`src/core/dtec_defines.svh`:
```
// Register offsets, field positions, reset values, clock select codes and prescaler width of the dual timer.
`ifndef DTEC_DEFINES_SVH
`define DTEC_DEFINES_SVH
// ==========================================================
// Register offsets.
`define DTEC_OFF_A_CTRL 8'hB2
`define DTEC_OFF_A_DATA 8'hB3
`define DTEC_OFF_B_CTRL 8'hB4
`define DTEC_OFF_B_CMP 8'hB5
`define DTEC_OFF_B_DATA 8'hB6
`define DTEC_OFF_PWM_HI 8'hB7
// ==========================================================
// Reset values.
`define DTEC_RST_CTRL 8'h00
`define DTEC_RST_CMP 8'hFF
`define DTEC_RST_DUTY 8'h00
`define DTEC_RST_HI 8'h00
// ==========================================================
// Control field positions.
`define DTEC_A_EN 7
`define DTEC_A_PE 6
`define DTEC_A_CAP 5
`define DTEC_A_CK_HI 4
`define DTEC_A_CK_LO 2
`define DTEC_CN 1
`define DTEC_ST 0
`define DTEC_B_POL 7
`define DTEC_B_WIDE 6
`define DTEC_B_PWM 5
`define DTEC_B_CAP 4
`define DTEC_B_CK_HI 3
`define DTEC_B_CK_LO 2
`define DTEC_HI_PE 7
// ==========================================================
// Clock select codes.
`define DTEC_A_CK_EXT 3'h7
`define DTEC_B_CK_A 2'h3
`define DTEC_PRESCALE_W 12
`endif

```
`src/core/dtec_pkg.sv`:
```
// Types shared by the dual timer files.
package dtec_pkg;
	typedef struct packed {
		logic [7:0] addr;
		logic [7:0] wdata;
		logic wr;
		logic rd;
	} dtec_bus_t;
	typedef struct packed {
		logic extCount;
		logic captureTriggerA;
		logic captureTriggerB;
	} dtec_pins_t;
	typedef enum logic [1:0] {
		DTEC_M_TIMER,
		DTEC_M_CAPTURE,
		DTEC_M_PWM
	} dtec_mode_t;
endpackage

```
`src/core/dtec_prescaler.sv`:
```
// Free running prescaler producing one-cycle ticks at the counter source rates.
`timescale 1ns/10ps
`include "dtec_defines.svh"
module dtec_prescaler #(
	parameter int W = `DTEC_PRESCALE_W
) (
	input wire logic clk,
	input wire logic rst,
	output logic [W:0] tick
);
	logic [W-1:0] div_q;
	logic [W-1:0] div_d;
	assign div_d = div_q + 1'b1;
	always_ff @(posedge clk) begin
		if (rst) begin
			div_q <= '0;
		end else begin
			div_q <= div_d;
		end
	end
	// ==========================================================
	// Tick k fires once every 2^k cycles.
	assign tick[0] = 1'b1;
	genvar k;
	generate
		for (k = 1; k <= W; k++) begin : gTap
			assign tick[k] = &div_q[k-1:0];
		end
	endgenerate
endmodule // dtec_prescaler

```
`src/core/dtec_counter8.sv`:
```
// One eight bit counter slice with clear and capture register.
`timescale 1ns/10ps
module dtec_counter8 (
	input wire logic clk,
	input wire logic rst,
	input wire logic start,
	input wire logic inc,
	input wire logic clear,
	input wire logic capture,
	input wire logic [7:0] capValue,
	output logic [7:0] count,
	output logic [7:0] captured
);
	logic [7:0] count_q;
	logic [7:0] cap_q;
	always_ff @(posedge clk) begin
		if (rst || start || clear) begin
			count_q <= 8'h00;
		end else if (inc) begin
			count_q <= count_q + 8'h01;
		end
	end
	always_ff @(posedge clk) begin
		if (rst) begin
			cap_q <= 8'h00;
		end else if (capture) begin
			cap_q <= capValue;
		end
	end
	assign count = count_q;
	assign captured = cap_q;
endmodule // dtec_counter8

```
`src/core/dtec_timer.sv`:
```
// Dual eight bit timer, sixteen bit pair, capture, compare output and ten bit pulse width output.
//
// Behaviour
// - Two 8-bit counters run alone or joined as one 16-bit counter.
// - Counter A clocks from fx/2..fx/4096 taps or the external count pin.
// - Counter B clocks from fx, fx/2, fx/16 or A's clock, which can be the pin.
// - External pin selected: A increments on each rising pin edge.
// - Each 8-bit counter raises its own interrupt on compare match.
// - Wide mode: A low byte, B high byte, clear to zero, only A interrupt.
// - Capture mode copies count to capture register on trigger input.
// - Capture mode still interrupts on match and clears the counter.
// - Capture mode reads of the shared address return the capture register.
// - Wide capture captures and clears the full 16-bit pair.
// - PWM mode drives a 10-bit waveform on B pin when B output enabled.
// - Period and duty are 10 bits: high bits above period and duty bytes.
// - Duty equal period gives constant sense level; duty zero gives its inverse.
// - Duty match clears output with sense zero, sets it with sense one.
// - Compare output toggles on every match, giving a square wave.
// - Compare output appears on B pin only when B output enabled.
// - A drives its compare result; B drives compare or PWM waveform.
`timescale 1ns/10ps
`include "dtec_defines.svh"
module dtec_timer
	import dtec_pkg::*;
#(
	parameter int PRESCALE_W = `DTEC_PRESCALE_W
) (
	input wire logic clk,
	input wire logic rst,
	input wire dtec_pkg::dtec_bus_t bus,
	input wire dtec_pkg::dtec_pins_t pins,
	output logic [7:0] rdData_q,
	output logic irqA_q,
	output logic irqB_q,
	output logic outA_q,
	output logic outAEn_q,
	output logic waveformOutputPin_q,
	output logic waveformOutputEn_q,
	output logic extCountInput_q
);
	import dtec_pkg::*;
	// ==========================================================
	// Register file.
	logic [7:0] ctrlA_q;
	logic [7:0] ctrlB_q;
	logic [7:0] cmpA_q;
	logic [7:0] cmpB_q;
	logic [7:0] periodLow_q;
	logic [7:0] dutyLow_q;
	logic [7:0] hiBits_q;
	logic [7:0] countA;
	logic [7:0] countB;
	logic [7:0] capA;
	logic [7:0] capB;
	logic wrACtrl;
	logic wrAData;
	logic wrBCtrl;
	logic wrBCmp;
	logic wrBData;
	logic wrHi;
	function automatic logic hit(input dtec_bus_t b, input logic [7:0] off);
		hit = b.wr && (b.addr == off);
	endfunction
	assign wrACtrl = hit(bus, `DTEC_OFF_A_CTRL);
	assign wrAData = hit(bus, `DTEC_OFF_A_DATA);
	assign wrBCtrl = hit(bus, `DTEC_OFF_B_CTRL);
	assign wrBCmp = hit(bus, `DTEC_OFF_B_CMP);
	assign wrBData = hit(bus, `DTEC_OFF_B_DATA);
	assign wrHi = hit(bus, `DTEC_OFF_PWM_HI);
	logic pwmMode;
	logic wide;
	logic capModeA;
	logic capModeB;
	assign wide = ctrlB_q[`DTEC_B_WIDE];
	assign pwmMode = ctrlB_q[`DTEC_B_PWM] && !wide;
	assign capModeA = ctrlA_q[`DTEC_A_CAP];
	assign capModeB = ctrlB_q[`DTEC_B_CAP];
	dtec_mode_t modeB;
	assign modeB = pwmMode ? DTEC_M_PWM : (capModeB ? DTEC_M_CAPTURE : DTEC_M_TIMER);
	always_ff @(posedge clk) begin
		if (rst) begin
			ctrlA_q <= `DTEC_RST_CTRL;
			ctrlB_q <= `DTEC_RST_CTRL;
			cmpA_q <= `DTEC_RST_CMP;
			cmpB_q <= `DTEC_RST_CMP;
			periodLow_q <= `DTEC_RST_CMP;
			dutyLow_q <= `DTEC_RST_DUTY;
			hiBits_q <= `DTEC_RST_HI;
		end else begin
			if (wrACtrl) ctrlA_q <= bus.wdata;
			if (wrAData) cmpA_q <= bus.wdata;
			if (wrBCtrl) ctrlB_q <= bus.wdata;
			if (wrBCmp && pwmMode) periodLow_q <= bus.wdata;
			if (wrBCmp && !pwmMode) cmpB_q <= bus.wdata;
			if (wrBData && pwmMode) dutyLow_q <= bus.wdata;
			if (wrHi) hiBits_q <= bus.wdata;
		end
	end
	// ==========================================================
	// Clock source selection.
	logic [PRESCALE_W:0] tick;
	dtec_prescaler #(.W(PRESCALE_W)) uPrescaler (
		.clk(clk),
		.rst(rst),
		.tick(tick)
	);
	logic extPrev_q;
	logic extRise;
	logic [2:0] ckA;
	logic [1:0] ckB;
	logic tickA;
	logic tickB;
	assign ckA = ctrlA_q[`DTEC_A_CK_HI:`DTEC_A_CK_LO];
	assign ckB = ctrlB_q[`DTEC_B_CK_HI:`DTEC_B_CK_LO];
	assign extRise = pins.extCount && !extPrev_q;
	always_ff @(posedge clk) begin
		if (rst) begin
			extPrev_q <= 1'b0;
		end else begin
			extPrev_q <= pins.extCount;
		end
	end
	always_comb begin
		case (ckA)
			3'h0: tickA = tick[1];
			3'h1: tickA = tick[2];
			3'h2: tickA = tick[4];
			3'h3: tickA = tick[6];
			3'h4: tickA = tick[8];
			3'h5: tickA = tick[10];
			3'h6: tickA = tick[12];
			default: tickA = extRise;
		endcase
	end
	always_comb begin
		case (ckB)
			2'h0: tickB = tick[0];
			2'h1: tickB = tick[1];
			2'h2: tickB = tick[4];
			default: tickB = tickA;
		endcase
	end
	// ==========================================================
	// Counting, match and capture.
	logic runA;
	logic runB;
	logic incA;
	logic incB;
	logic matchA;
	logic matchB;
	logic matchW;
	logic clrA;
	logic clrB;
	logic capStrA;
	logic capStrB;
	logic startA;
	logic startB;
	logic pwmEnd;
	logic [9:0] pwmCnt_q;
	assign runA = ctrlA_q[`DTEC_A_EN] && ctrlA_q[`DTEC_ST] && ctrlA_q[`DTEC_CN];
	assign runB = ctrlB_q[`DTEC_ST] && ctrlB_q[`DTEC_CN];
	assign startA = wrACtrl && bus.wdata[`DTEC_ST] && !ctrlA_q[`DTEC_ST];
	assign startB = wrBCtrl && bus.wdata[`DTEC_ST] && !ctrlB_q[`DTEC_ST];
	assign matchA = runA && tickA && (countA == cmpA_q);
	assign matchB = runB && tickB && (countB == cmpB_q) && !pwmMode;
	assign matchW = runA && tickA && ({countB, countA} == {cmpB_q, cmpA_q});
	assign incA = runA && tickA;
	// Wide pair: B carries when A wraps past 0xFF.
	assign incB = wide ? (incA && countA == 8'hFF) : (runB && tickB && !pwmMode);
	assign clrA = wide ? matchW : matchA;
	assign clrB = wide ? matchW : (matchB || pwmEnd);
	assign capStrA = (wide ? capModeB : capModeA) && pins.captureTriggerA;
	assign capStrB = wide ? capStrA : (capModeB && pins.captureTriggerB);
	logic [7:0] capA_unused;
	dtec_counter8 uCountA (
		.clk(clk),
		.rst(rst),
		.start(startA),
		.inc(incA),
		.clear(clrA),
		.capture(capStrA),
		.capValue(countA),
		.count(countA),
		.captured(capA_unused)
	);
	// ==========================================================
	// Pulse width generator on counter B source.
	logic [9:0] period;
	logic [9:0] duty;
	logic pwmLevel_q;
	logic duty_level_sense;
	logic pwmTick;
	assign duty_level_sense = ctrlB_q[`DTEC_B_POL];
	assign period = {hiBits_q[3:2], periodLow_q};
	assign duty = {hiBits_q[1:0], dutyLow_q};
	assign pwmTick = pwmMode && runB && tickB;
	assign pwmEnd = pwmTick && (pwmCnt_q >= period - 10'd1);
	always_ff @(posedge clk) begin
		if (rst || startB || !pwmMode) begin
			pwmCnt_q <= 10'd0;
		end else if (pwmEnd) begin
			pwmCnt_q <= 10'd0;
		end else if (pwmTick) begin
			pwmCnt_q <= pwmCnt_q + 10'd1;
		end
	end
	always_ff @(posedge clk) begin
		if (rst) begin
			pwmLevel_q <= 1'b0;
		end else if (duty == period) begin
			pwmLevel_q <= duty_level_sense;
		end else if (duty == 10'd0) begin
			pwmLevel_q <= !duty_level_sense;
		end else if (pwmTick && pwmCnt_q == duty - 10'd1) begin
			pwmLevel_q <= duty_level_sense;
		end else if (pwmEnd) begin
			pwmLevel_q <= !duty_level_sense;
		end
	end
	// ==========================================================
	// Compare toggles and pins.
	logic togA_q;
	logic togB_q;
	always_ff @(posedge clk) begin
		if (rst) begin
			togA_q <= 1'b0;
			togB_q <= 1'b0;
		end else begin
			if (clrA) togA_q <= !togA_q;
			if (wide ? matchW : matchB) togB_q <= !togB_q;
		end
	end
	always_ff @(posedge clk) begin
		if (rst) begin
			outA_q <= 1'b0;
			outAEn_q <= 1'b0;
			waveformOutputPin_q <= 1'b0;
			waveformOutputEn_q <= 1'b0;
			extCountInput_q <= 1'b0;
			irqA_q <= 1'b0;
			irqB_q <= 1'b0;
		end else begin
			outA_q <= togA_q;
			outAEn_q <= ctrlA_q[`DTEC_A_PE] && (ckA != `DTEC_A_CK_EXT);
			waveformOutputPin_q <= (modeB == DTEC_M_PWM) ? pwmLevel_q : togB_q;
			waveformOutputEn_q <= hiBits_q[`DTEC_HI_PE];
			extCountInput_q <= (ckA == `DTEC_A_CK_EXT);
			irqA_q <= wide ? matchW : matchA;
			irqB_q <= wide ? 1'b0 : matchB;
		end
	end
	// ==========================================================
	// Read path; shared addresses return capture data in capture mode.
	logic [7:0] capAReg_q;
	always_ff @(posedge clk) begin
		if (rst) begin
			capAReg_q <= 8'h00;
		end else if (capStrA) begin
			capAReg_q <= countA;
		end
	end
	dtec_counter8 uCountB (
		.clk(clk),
		.rst(rst),
		.start(startB),
		.inc(incB),
		.clear(clrB),
		.capture(capStrB),
		.capValue(countB),
		.count(countB),
		.captured(capB)
	);
	logic [7:0] rdNext;
	logic capRdA;
	logic capRdB;
	assign capRdA = wide ? capModeB : capModeA;
	assign capRdB = capModeB;
	assign rdNext = !bus.rd ? 8'h00 :
		(bus.addr == `DTEC_OFF_A_CTRL) ? ctrlA_q :
		(bus.addr == `DTEC_OFF_A_DATA) ? (capRdA ? capAReg_q : countA) :
		(bus.addr == `DTEC_OFF_B_CTRL) ? ctrlB_q :
		(bus.addr == `DTEC_OFF_B_DATA) ? (pwmMode ? dutyLow_q : (capRdB ? capB : countB)) :
		(bus.addr == `DTEC_OFF_PWM_HI) ? {1'b0, 3'h0, hiBits_q[3:0]} : 8'h00;
	always_ff @(posedge clk) begin
		if (rst) begin
			rdData_q <= 8'h00;
		end else begin
			rdData_q <= rdNext;
		end
	end
endmodule // dtec_timer

```
`config.mk`:
```
export PLATFORM = sky130hd
export DESIGN_NAME = dtec_timer
export DESIGN_NICKNAME = d
export VERILOG_FILES = /design/src/core/dtec_pkg.sv /design/src/core/dtec_prescaler.sv /design/src/core/dtec_counter8.sv /design/src/core/dtec_timer.sv
export VERILOG_INCLUDE_DIRS = /design/src /design/src/core
export SDC_FILE = /design/constraint.sdc
export NUM_CORES = 1
export LEC_CHECK = 0
export BUFFER_PORTS_ARGS = -buffer_cell sky130_fd_sc_hd__buf_2
export CORE_MARGIN = 5
export CORE_UTILIZATION = 50
export CTS_CLUSTER_SIZE = 12
export DETAILED_ROUTE_END_ITERATION = 12
export PLACE_DENSITY = 0.67
export SLEW_MARGIN = 20
export SYNTH_ARGS = -nofsm -noshare
export SYNTH_HDL_FRONTEND = slang
export SYNTH_HIERARCHICAL = 1
export SYNTH_SLANG_ARGS = --single-unit
```
`constraint.sdc`:
```
create_clock -name clk -period 5.6 [get_ports clk]
set_input_delay 1.12 -clock clk [delete_from_list [all_inputs] [get_ports clk]]
set_output_delay 1.12 -clock clk [all_outputs]
set_load 0.02 [all_outputs]
```
==> Word-level counts from Yosys, hierarchy flattened <==
Cells that the tools add are included.
{ "word_totals": {"reg_bits": 129, "output_inout_bits": 15, "wordCells": 139} }
{ "op_classes": {"addsub": 6, "order_cmp": 1, "n_eq_ne": 23, "muxes": 23, "n_bitwise": 1, "reduce_logical": 60} }
{ "op_table": {"columns": ["operator", "count"], "rows": [
  ["== test 8 bit, second input constant", 7],
  ["2-to-1 mux 8 bit", 7],
  ["logical AND 1 bit", 33],
  ["== test 10 bit", 2],
  ["subtractor 10 x 1 -> 10 bit, second input constant", 2],
  ["adder 8 x 1 -> 8 bit, second input constant", 2],
  ["== test 16 bit", 1],
  ["== test 8 bit", 2],
  ["adder 12 x 1 -> 12 bit, second input constant", 1],
  ["== test 3 bit, second input constant", 4],
  ["2-to-1 mux 1 bit", 12],
  ["AND reduction 12 bit", 1],
  ["adder 10 x 1 -> 10 bit, second input constant", 1],
  ["greater-or-equal comparator 10 bit", 1],
  ["logical NOT 10 bit", 1],
  ["AND reduction 10 bit", 1],
  ["logical NOT 1 bit", 8],
  ["AND reduction 8 bit", 1],
  ["one-hot mux 1 bit (7 select lines)", 1],
  ["== test 3 x 2 -> 1 bit, second input constant", 2],
  ["logical OR 1 bit", 6],
  ["AND reduction 6 bit", 1],
  ["OR reduction 2 bit", 3],
  ["== test 2 bit, second input constant", 2],
  ["other kinds (12)", 12]
]} }

==> Longest topological paths before layout <==
Gate-level depths: netlist of the first run.
{ "depth": {"depth_word": 10, "mapped_depth": 15, "ltp_nobuf": 14} }

==> Modules after synthesis <==
Netlist of the first run, hierarchy kept.
{ "by_module_without_submodules": {"columns": ["module", "n_inst", "cells_per_inst", "area_each_um2"], "rows": [
  ["dtec_timer", 1, 583, 4982.3],
  ["dtec_counter8", 2, 64, 626.9],
  ["dtec_prescaler", 1, 61, 556.8]
]} }

==> Worst setup path before layout of the first run <==
OpenSTA, ideal clock, no wires.
{ "synth_path": {"path_kind": "register to register", "from": "register periodLow_q[0]", "to": "register pwmCnt_q[1]", "arrival_ns": 2.860, "path_slack_ns": 2.676, "stages_incl_launch_ff": 15, "period_less_slack_ns": 2.924, "path_cell_list": "dfxtp_1 inv_1 ha_1 nand2_1 or3_1 nor3_1 xnor2_1 ha_1 o2111ai_1 a21oi_1 a2111oi_2 or3_1 or4b_1 buf_6 nor2_1"} }
{ "synth_via": {"elab_chain_cells": 4} }
{ "synth_lines": {"columns": ["element", "line_no", "text"], "rows": [
  ["start, declared", "dtec_timer.sv:48", "logic [7:0] periodLow_q;"],
  ["start signal, assigned", "dtec_timer.sv:86", "periodLow_q <= `DTEC_RST_CMP;"],
  ["start signal, assigned", "dtec_timer.sv:93", "if (wrBCmp && pwmMode) periodLow_q <= bus.wdata;"],
  ["subtractor 10 x 1 -> 10 bit", "dtec_timer.sv:197", "assign pwmEnd = pwmTick && (pwmCnt_q >= period - 10'd1);"],
  ["greater-or-equal comparator 10 bit", "dtec_timer.sv:197", null],
  ["logical AND 1 bit", "dtec_timer.sv:197", null],
  ["OR reduction 2 bit (no line)", null, null],
  ["end signal, assigned", "dtec_timer.sv:204", "pwmCnt_q <= pwmCnt_q + 10'd1;"],
  ["end, declared", "dtec_timer.sv:159", "logic [9:0] pwmCnt_q;"]
]} }
Every way passes these cells.
A chain may end at the register's enable or synchronous reset.

==> Worst setup path in the final report of the first run <==
{ "layout_path": {"from": "register uPrescaler.div_q[0]", "to": "register uCountB.count_q[7] (netlist: uCountB/count[7])"} }
{ "layout_via": {"elab_cells_between_ends": 21, "cone_classes": "4 x mux; 17 x reduce/logical"} }
{ "layout_lines": {"columns": ["element", "line_no", "text"], "rows": [
  ["start, declared", "dtec_prescaler.sv:11", "logic [W-1:0] div_q;"],
  ["start signal, assigned", "dtec_prescaler.sv:18", "div_q <= div_d;"],
  ["AND reduction 2 bit", "dtec_prescaler.sv:27", "assign tick[k] = &div_q[k-1:0];"],
  ["via tick[2]", "dtec_timer.sv:101", "logic [PRESCALE_W:0] tick;"],
  ["one-hot mux 1 bit (7 select lines)", "dtec_timer.sv:124", "case (ckA)"],
  ["logical AND 1 bit", "dtec_timer.sv:167", "assign incA = runA && tickA;"],
  ["via incA", "dtec_timer.sv:147", "logic incA;"],
  ["logical AND 1 bit", "dtec_timer.sv:169", "assign incB = wide ? (incA && countA == 8'hFF) : (runB && tickB && !pwmMode);"],
  ["2-to-1 mux 1 bit", "dtec_timer.sv:169", null],
  ["via incB", "dtec_timer.sv:148", "logic incB;"],
  ["end signal, assigned", "dtec_counter8.sv:20", "count_q <= count_q + 8'h01;"],
  ["end, declared", "dtec_counter8.sv:14", "logic [7:0] count_q;"]
]} }
The timed path passes the listed nets, and every way through them passes these cells.

==> flow_metrics.env, run 1 <==
export IMPL_run_status="finished, final reports clean"
export IMPL_die_height_um=124.2
export IMPL_regToRegStartpoint="uPrescaler/div_q[0]"
export IMPL_syn_mean_instance_area_sq_um=8.725
export IMPL_layout_cells_most_common="sky130_fd_sc_hd__dfxtp_1"
export IMPL_worst_path_stages=12
export IMPL_netlist_area_sq_mm=0.006518
export IMPL_max_cap_violations=0
export IMPL_timing_max_slew_rel_slack=0.3010
export IMPL_setup_viol=0
export IMPL_rsz0062_at_grt="no"
export IMPL_overflow=0
export IMPL_vdd_ir_drop_worst_mv=0.2676
export IMPL_timing_fmax_ghz=0.2472
export IMPL_worst_endpoint_required_ns=5.96
export IMPL_dp_cells=916
export IMPL_antenna_found_initial=0
export IMPL_pin_count_of_the_biggest_net_entering_global_routing=52
export IMPL_period_minus_slack_ns=4.046
export IMPL_synth_warn=6
export IMPL_data_arrival_time_of_the_critical_path_ns=4.41
export IMPL_r2r_end="uCountB/count[7]"
export IMPL_vias=5564
export IMPL_detailedRoute_firstIterationViolations=495
export IMPL_cts_resized=0
export IMPL_clkLatencyLatePin_ns=0.43
export IMPL_design_final_nets=806
export IMPL_power_density_mw_per_mm2=276.9
export IMPL_timing_final_max_slew_violations=0
export IMPL_p_leak_uw=0.002707
export IMPL_grt_pass1_wl_mm=27.90
export IMPL_drt_drc_violations_left=0
export IMPL_final_antenna_net_count=0
export IMPL_critPathCaptureType="register"
export IMPL_layout_cells_most_common_list="sky130_fd_sc_hd__dfxtp_1, sky130_fd_sc_hd__nor2_1, sky130_fd_sc_hd__nand2_1"
export IMPL_setup_worst_path_start_class="register"
export IMPL_finalWeightedCongestion=0.8591
export IMPL_setup_tns_ns=0
export IMPL_number_of_buffers_between_clock_root_and_the_deepest_sink=2
export IMPL_dieArea_sq_mm=0.01542
export IMPL_number_of_global_route_vias_before_repair=5549
export IMPL_layout_drive_gt1_share=0.1147
export IMPL_initial_core_utilization=0.5123
export IMPL_final_hold_violation_count=0
export IMPL_cp_num_buf_inv=0
export IMPL_post_cts_buffers=0
export IMPL_worst_r2r_path_depth=12
export IMPL_htree_levels=4
export IMPL_global_route_usage_total=0.2366
export IMPL_finalCritPeriodShare=0.7224
export IMPL_clk_pin_slew_ns=0.06
export IMPL_tritoncts="done"
export IMPL_holdWs_ns=0.4514
export IMPL_num_antenna_cells=0
export IMPL_post_place_ws_ns=1.538
export IMPL_r2r_setup_slack_ns=1.55
export IMPL_routed_wire_length_mm=17.22
export IMPL_numClockSinks=126
export IMPL_cp_max_fo=9
export IMPL_tritonroute_pass_1_iters=6
export IMPL_cts_root_buf="sky130_fd_sc_hd__clkbuf_16"
export IMPL_worst_setup_path_endpoint="uCountB/count[7]"
export IMPL_post_detailed_route_wirelength_per_cell_um=18.17
export IMPL_fp_row_count=41
export IMPL_finClkSkew_ns=0.007757
export IMPL_detail_route_vias_per_cell=5.869
export IMPL_syn_instance_count=747
export IMPL_cp_top_family="simple AND/OR/NAND/NOR gates"
export IMPL_area_growth_syn_to_layout_pct=12.40
export IMPL_postCtsHoldBufs=0
export IMPL_num_io_pins=38
export IMPL_worst_pin_slew_ns=1.045
export IMPL_crit_start="uPrescaler/div_q[0]"
export IMPL_syn_num_nets=790
export IMPL_slowest_delay_ns=0.74
export IMPL_coreArea_sq_mm=0.01272
export IMPL_critical_path_cell_chain="ha_1, nand3_1, nor3_1, and3b_1, o21ai_1, o2111ai_2, nor2b_1, nand2_1, o31ai_1, nand4_2, or3_1, a21oi_1"
export IMPL_final_cell_count_without_fillers=948
export IMPL_dp_hpwl_mm=12.15
export IMPL_cts_buffers_inserted=17
export IMPL_die_width_um=124.2
export IMPL_critical_path_slowest_cell="sky130_fd_sc_hd__nor2b_1"
export IMPL_min_delay_path_class="reg -> reg"
export IMPL_crit_type="reg -> reg"
export IMPL_buffer_ports_inserted=37
export IMPL_setup_ws_ns=1.554
-- worst reg2reg max path, stage by stage (launching register included) --
cell and delay (ns):
sky130_fd_sc_hd__dfxtp_1 0.41, sky130_fd_sc_hd__ha_1 0.24, sky130_fd_sc_hd__nand3_1 0.22, sky130_fd_sc_hd__nor3_1 0.32, sky130_fd_sc_hd__and3b_1 0.20, sky130_fd_sc_hd__o21ai_1 0.06, sky130_fd_sc_hd__o2111ai_2 0.11, sky130_fd_sc_hd__nor2b_1 0.74
sky130_fd_sc_hd__nand2_1 0.12, sky130_fd_sc_hd__o31ai_1 0.74, sky130_fd_sc_hd__nand4_2 0.26, sky130_fd_sc_hd__or3_1 0.42, sky130_fd_sc_hd__a21oi_1 0.14
-- worst min path at each step --
stage	start	end	slack, ns	cells past startpoint
6_report	hiBits_q[7]	hiBits_q[7]	0.45	2
3_3_place_gp	capAReg_q[2]	capAReg_q[2]	0.44	2
2_1_floorplan	hiBits_q[7]	hiBits_q[7]	0.43	2
3_5_place_dp	hiBits_q[7]	hiBits_q[7]	0.45	2
5_1_grt	capAReg_q[0]	capAReg_q[0]	0.47	2
4_1_cts	hiBits_q[7]	hiBits_q[7]	0.45	2
-- power by group --
part	total (uW)	leakage (uW)	internal, uW	switching (uW)
Clock	1080	0.000270	655	422
Combinational	49.8	0.00142	13.2	36.6
Sequential	902	0.00102	900	2.67
Total	2030	0.00271	1570	461
-- through the flow --
stage / power (uW) / utilization / cell area (sq um)
after floorplan: 947.0 / - / 6518
after global placement: 969.5 / 0.5308 / 6753
after detailed placement: 970.8 / 0.5308 / 6753
after CTS: 2036 / 0.5758 / 7326
after global routing: 2085 / 0.5758 / 7326
final: 2028 / 0.5758 / 7326
-- registers in the layout (all words and copies together), names as in the netlist, 5 cells and up --
register	flops
uCountB/count	8
ctrlA_q	8
cmpA_q	8
periodLow_q	8
dutyLow_q	8
hiBits_q	5
rdData_q	8
cmpB_q	8
uCountB/captured	8
uCountA/count	8
pwmCnt_q	10
ctrlB_q	8
capAReg_q	8
uPrescaler/div_q	12
-- layer usage --
| metal | global-route usage | part of all wire | vias up |
|---|---|---|---|
| met5 | 0 | 0 | - |
| met4 | 0.1136 | 0.032 | 0 |
| met3 | 0.05086 | 0.064 | 49 |
| met2 | 0.3963 | 0.48 | 191 |
| met1 | 0.2886 | 0.42 | 2637 |
| li1 | - | - | 2687 |
-- cell type report --
type | instances | area [sq um]
Clock buffer | 19 | 432.9
Sequential cell | 126 | 2522
Timing Repair Buffer | 41 | 215.2
Tap cell | 172 | 215.2
Multi-Input combinational cell | 561 | 3740
Clock inverter | 13 | 140.1
Inverter | 16 | 60.06
Fill cell | 1197 | 5396
(Power assumes the default switching activity.)
==> run 2: changes to the inputs <==
--- a/config.mk
+++ b/config.mk
@@ -6,6 +6,7 @@
 export SDC_FILE = /design/constraint.sdc
 export NUM_CORES = 1
 export LEC_CHECK = 0
+export ABC_AREA = 1
 export BUFFER_PORTS_ARGS = -buffer_cell sky130_fd_sc_hd__buf_2
 export CORE_MARGIN = 5
 export CORE_UTILIZATION = 50
==> constraint.sdc (replaced) <==
create_clock -name clk -period 4 [get_ports clk]
set_input_delay 0.8 -clock clk [delete_from_list [all_inputs] [get_ports clk]]
set_output_delay 0.8 -clock clk [all_outputs]
set_load 0.02 [all_outputs]
==> run 2 against run 1 <==
  * Critical path depth grew 5
  * Synthesized cell count is 27% higher
  * Cell count rose by 24%
  * Power rose by 35%
  * First-iteration DRC count is 9.3% lower
  * Via count increased by 11%
  * Sequential power rose by 40%
  * Fmax grew 41%
  * Flip-flop and latch count did not move
  * Largest cell class unchanged
  * Largest power group unchanged
==> flow_metrics.env, run 2 <==
export IMPL_run_status="finished, final reports clean"
export IMPL_layout_cells_most_common="sky130_fd_sc_hd__nand2_1"
export IMPL_period_minus_slack_ns=2.869
export IMPL_htree_levels=4
export IMPL_critical_path_cell_chain="inv_1, ha_1, nand3_1, nor2_1, nand2_1, nor3_1, xor2_1, ha_1, nand2_1, nor2_1, o211ai_1, nand4_1, nand4_1, nand2_1, nor3_4, o21ai_0, a21oi_1"
export IMPL_grt_pass1_wl_mm=28.62
export IMPL_worst_path_most_repeated_cell="sky130_fd_sc_hd__nand2_1"
export IMPL_overflow=0
export IMPL_vdd_ir_drop_worst_mv=0.2609
export IMPL_routed_wire_length_mm=17.34
export IMPL_top_regs="uPrescaler/div_q x12, pwmCnt_q x10"
export IMPL_seq_power_share=0.461
export IMPL_setup_tns_ns=0
export IMPL_clkLatencyLatePin_ns=0.42
export IMPL_postCtsHoldBufs=0
export IMPL_numClockSinks=126
export IMPL_drt_drc_violations_left=0
export IMPL_antenna_found_initial=0
export IMPL_number_of_buffers_between_clock_root_and_the_deepest_sink=2
export IMPL_netlist_area_sq_mm=0.006724
export IMPL_vias=6172
export IMPL_setup_viol=0
export IMPL_design_final_nets=1033
export IMPL_syn_num_nets=995
export IMPL_worst_pin_slew_ns=0.9424
export IMPL_max_cap_violations=0
export IMPL_crit_type="reg -> reg"
export IMPL_area_growth_syn_to_layout_pct=12.78
export IMPL_power_density_mw_per_mm2=361.5
export IMPL_dieArea_sq_mm=0.01587
export IMPL_cts_resized=0
export IMPL_die_height_um=126.0
export IMPL_p_sw_frac=0.2373
export IMPL_detailedRoute_firstIterationViolations=449
export IMPL_final_hold_violation_count=0
export IMPL_initial_core_utilization=0.5098
export IMPL_tritoncts="done"
export IMPL_max_reg_flops=12
export IMPL_number_of_global_route_vias_before_repair=5690
export IMPL_top_register="uPrescaler/div_q"
export IMPL_layout_cells_most_common_list="sky130_fd_sc_hd__nand2_1, sky130_fd_sc_hd__dfxtp_1, sky130_fd_sc_hd__inv_1"
export IMPL_timing_final_max_slew_violations=0
export IMPL_layout_drive_gt1_share=0.1208
export IMPL_fp_row_count=42
export IMPL_fin_total_pwr_uw=2742
export IMPL_cp_num_buf_inv=1
export IMPL_dp_hpwl_mm=12.92
export IMPL_setup_worst_path_start_class="register"
export IMPL_critPathCaptureType="register"
export IMPL_buffer_ports_inserted=37
export IMPL_syn_mean_instance_area_sq_um=7.063
export IMPL_finClkSkew_ns=0.01859
export IMPL_finalWeightedCongestion=0.8696
export IMPL_timing_max_slew_rel_slack=0.3694
export IMPL_cts_root_buf="sky130_fd_sc_hd__clkbuf_16"
export IMPL_finalCritPeriodShare=0.7173
export IMPL_cts_buffers_inserted=17
export IMPL_tritonroute_pass_1_iters=5
export IMPL_clock_power_share=0.510
export IMPL_data_arrival_time_of_the_critical_path_ns=3.21
export IMPL_min_delay_path_class="reg -> reg"
export IMPL_p_leak_uw=0.003315
export IMPL_power_switching_uw=650.6
export IMPL_num_antenna_cells=0
export IMPL_pin_count_of_the_biggest_net_entering_global_routing=34
export IMPL_timing_fmax_ghz=0.3485
export IMPL_cp_max_fo=7
export IMPL_die_width_um=126.0
export IMPL_detail_route_vias_per_cell=5.239
export IMPL_cp_top_family="simple AND/OR/NAND/NOR gates"
export IMPL_final_antenna_net_count=0
export IMPL_power_internal_uw=2091
export IMPL_syn_instance_count=952
export IMPL_synth_warn=6
export IMPL_post_detailed_route_wirelength_per_cell_um=14.72
export IMPL_worst_endpoint_required_ns=4.34
export IMPL_rsz0062_at_grt="no"
export IMPL_critical_path_slowest_cell="sky130_fd_sc_hd__dfxtp_1"
export IMPL_share_comb_of_total_power=0.029
export IMPL_num_io_pins=38
export IMPL_post_cts_buffers=0
export IMPL_global_route_usage_total=0.2222
export IMPL_slowest_delay_ns=0.32
export IMPL_clk_pin_slew_ns=0.06
export IMPL_coreArea_sq_mm=0.01319
==> run 2: metal layers <==
| layer | track usage | up-vias | part of all wire |
|---|---|---|---|
| met5 | 0 | - | 0 |
| met4 | 0.06246 | 0 | 0.014 |
| met3 | 0.04361 | 15 | 0.049 |
| met2 | 0.3509 | 151 | 0.45 |
| met1 | 0.3109 | 2814 | 0.48 |
| li1 | - | 3192 | - |
==> run 2: per-stage QoR <==
step	cells	util	worst slack, ns	area [sq um]	hold slack [ns]
6_report	1178	0.5749	1.131	7584	0.4344
3_3_place_gp	1147	0.5345	1.252	7051	0.4233
5_1_grt	1178	0.5749	0.8049	7584	0.4631
3_5_place_dp	1147	0.5345	1.181	7051	0.4288
4_1_cts	1178	0.5749	1.106	7584	0.4373
2_1_floorplan	952	-	1.244	6724	0.4061
==> run 2: path summary, 6_finish.rpt <==
kind	startpoint	to	slack, ns	depth (start not counted)
worst max-delay path	periodLow_q[0]	uCountB/count[0]	1.13	17
worst min register to register	togA_q	togA_q	0.43	1
worst min-delay path	togA_q	togA_q	0.43	1
worst max register to register	periodLow_q[0]	uCountB/count[0]	1.13	17
==> run 2: cell type report <==
type                    count  area [sq um]
inverters                 129         484.2
clock inverters            12         90.09
clock buffers              19         442.9
fillers                  1276          5607
flip-flops and latches    126          2522
well taps                 176         220.2
repair buffers             40         207.7
multi-input cells         676          3616
==> run 2: power groups by stage <==
stage | logic [uW] | registers, uW | clock network, uW
2_1_floorplan | 44.6 | 1290 | 0
3_3_place_gp | 77.4 | 1290 | 0
3_5_place_dp | 77.9 | 1290 | 0
4_1_cts | 78.3 | 1260 | 1420
5_1_grt | 87.0 | 1260 | 1480
6_report | 78.7 | 1260 | 1400
==> run 2: worst reg2reg max path, cell delays in order, from the launching register on <==
cell,delay (ns)
sky130_fd_sc_hd__dfxtp_1,0.32
sky130_fd_sc_hd__inv_1,0.15
sky130_fd_sc_hd__ha_1,0.23
sky130_fd_sc_hd__nand3_1,0.13
sky130_fd_sc_hd__nor2_1,0.10
sky130_fd_sc_hd__nand2_1,0.09
sky130_fd_sc_hd__nor3_1,0.18
sky130_fd_sc_hd__xor2_1,0.17
sky130_fd_sc_hd__ha_1,0.25
sky130_fd_sc_hd__nand2_1,0.10
sky130_fd_sc_hd__nor2_1,0.06
sky130_fd_sc_hd__o211ai_1,0.08
sky130_fd_sc_hd__nand4_1,0.11
sky130_fd_sc_hd__nand4_1,0.18
sky130_fd_sc_hd__nand2_1,0.13
sky130_fd_sc_hd__nor3_4,0.25
sky130_fd_sc_hd__o21ai_0,0.15
sky130_fd_sc_hd__a21oi_1,0.12
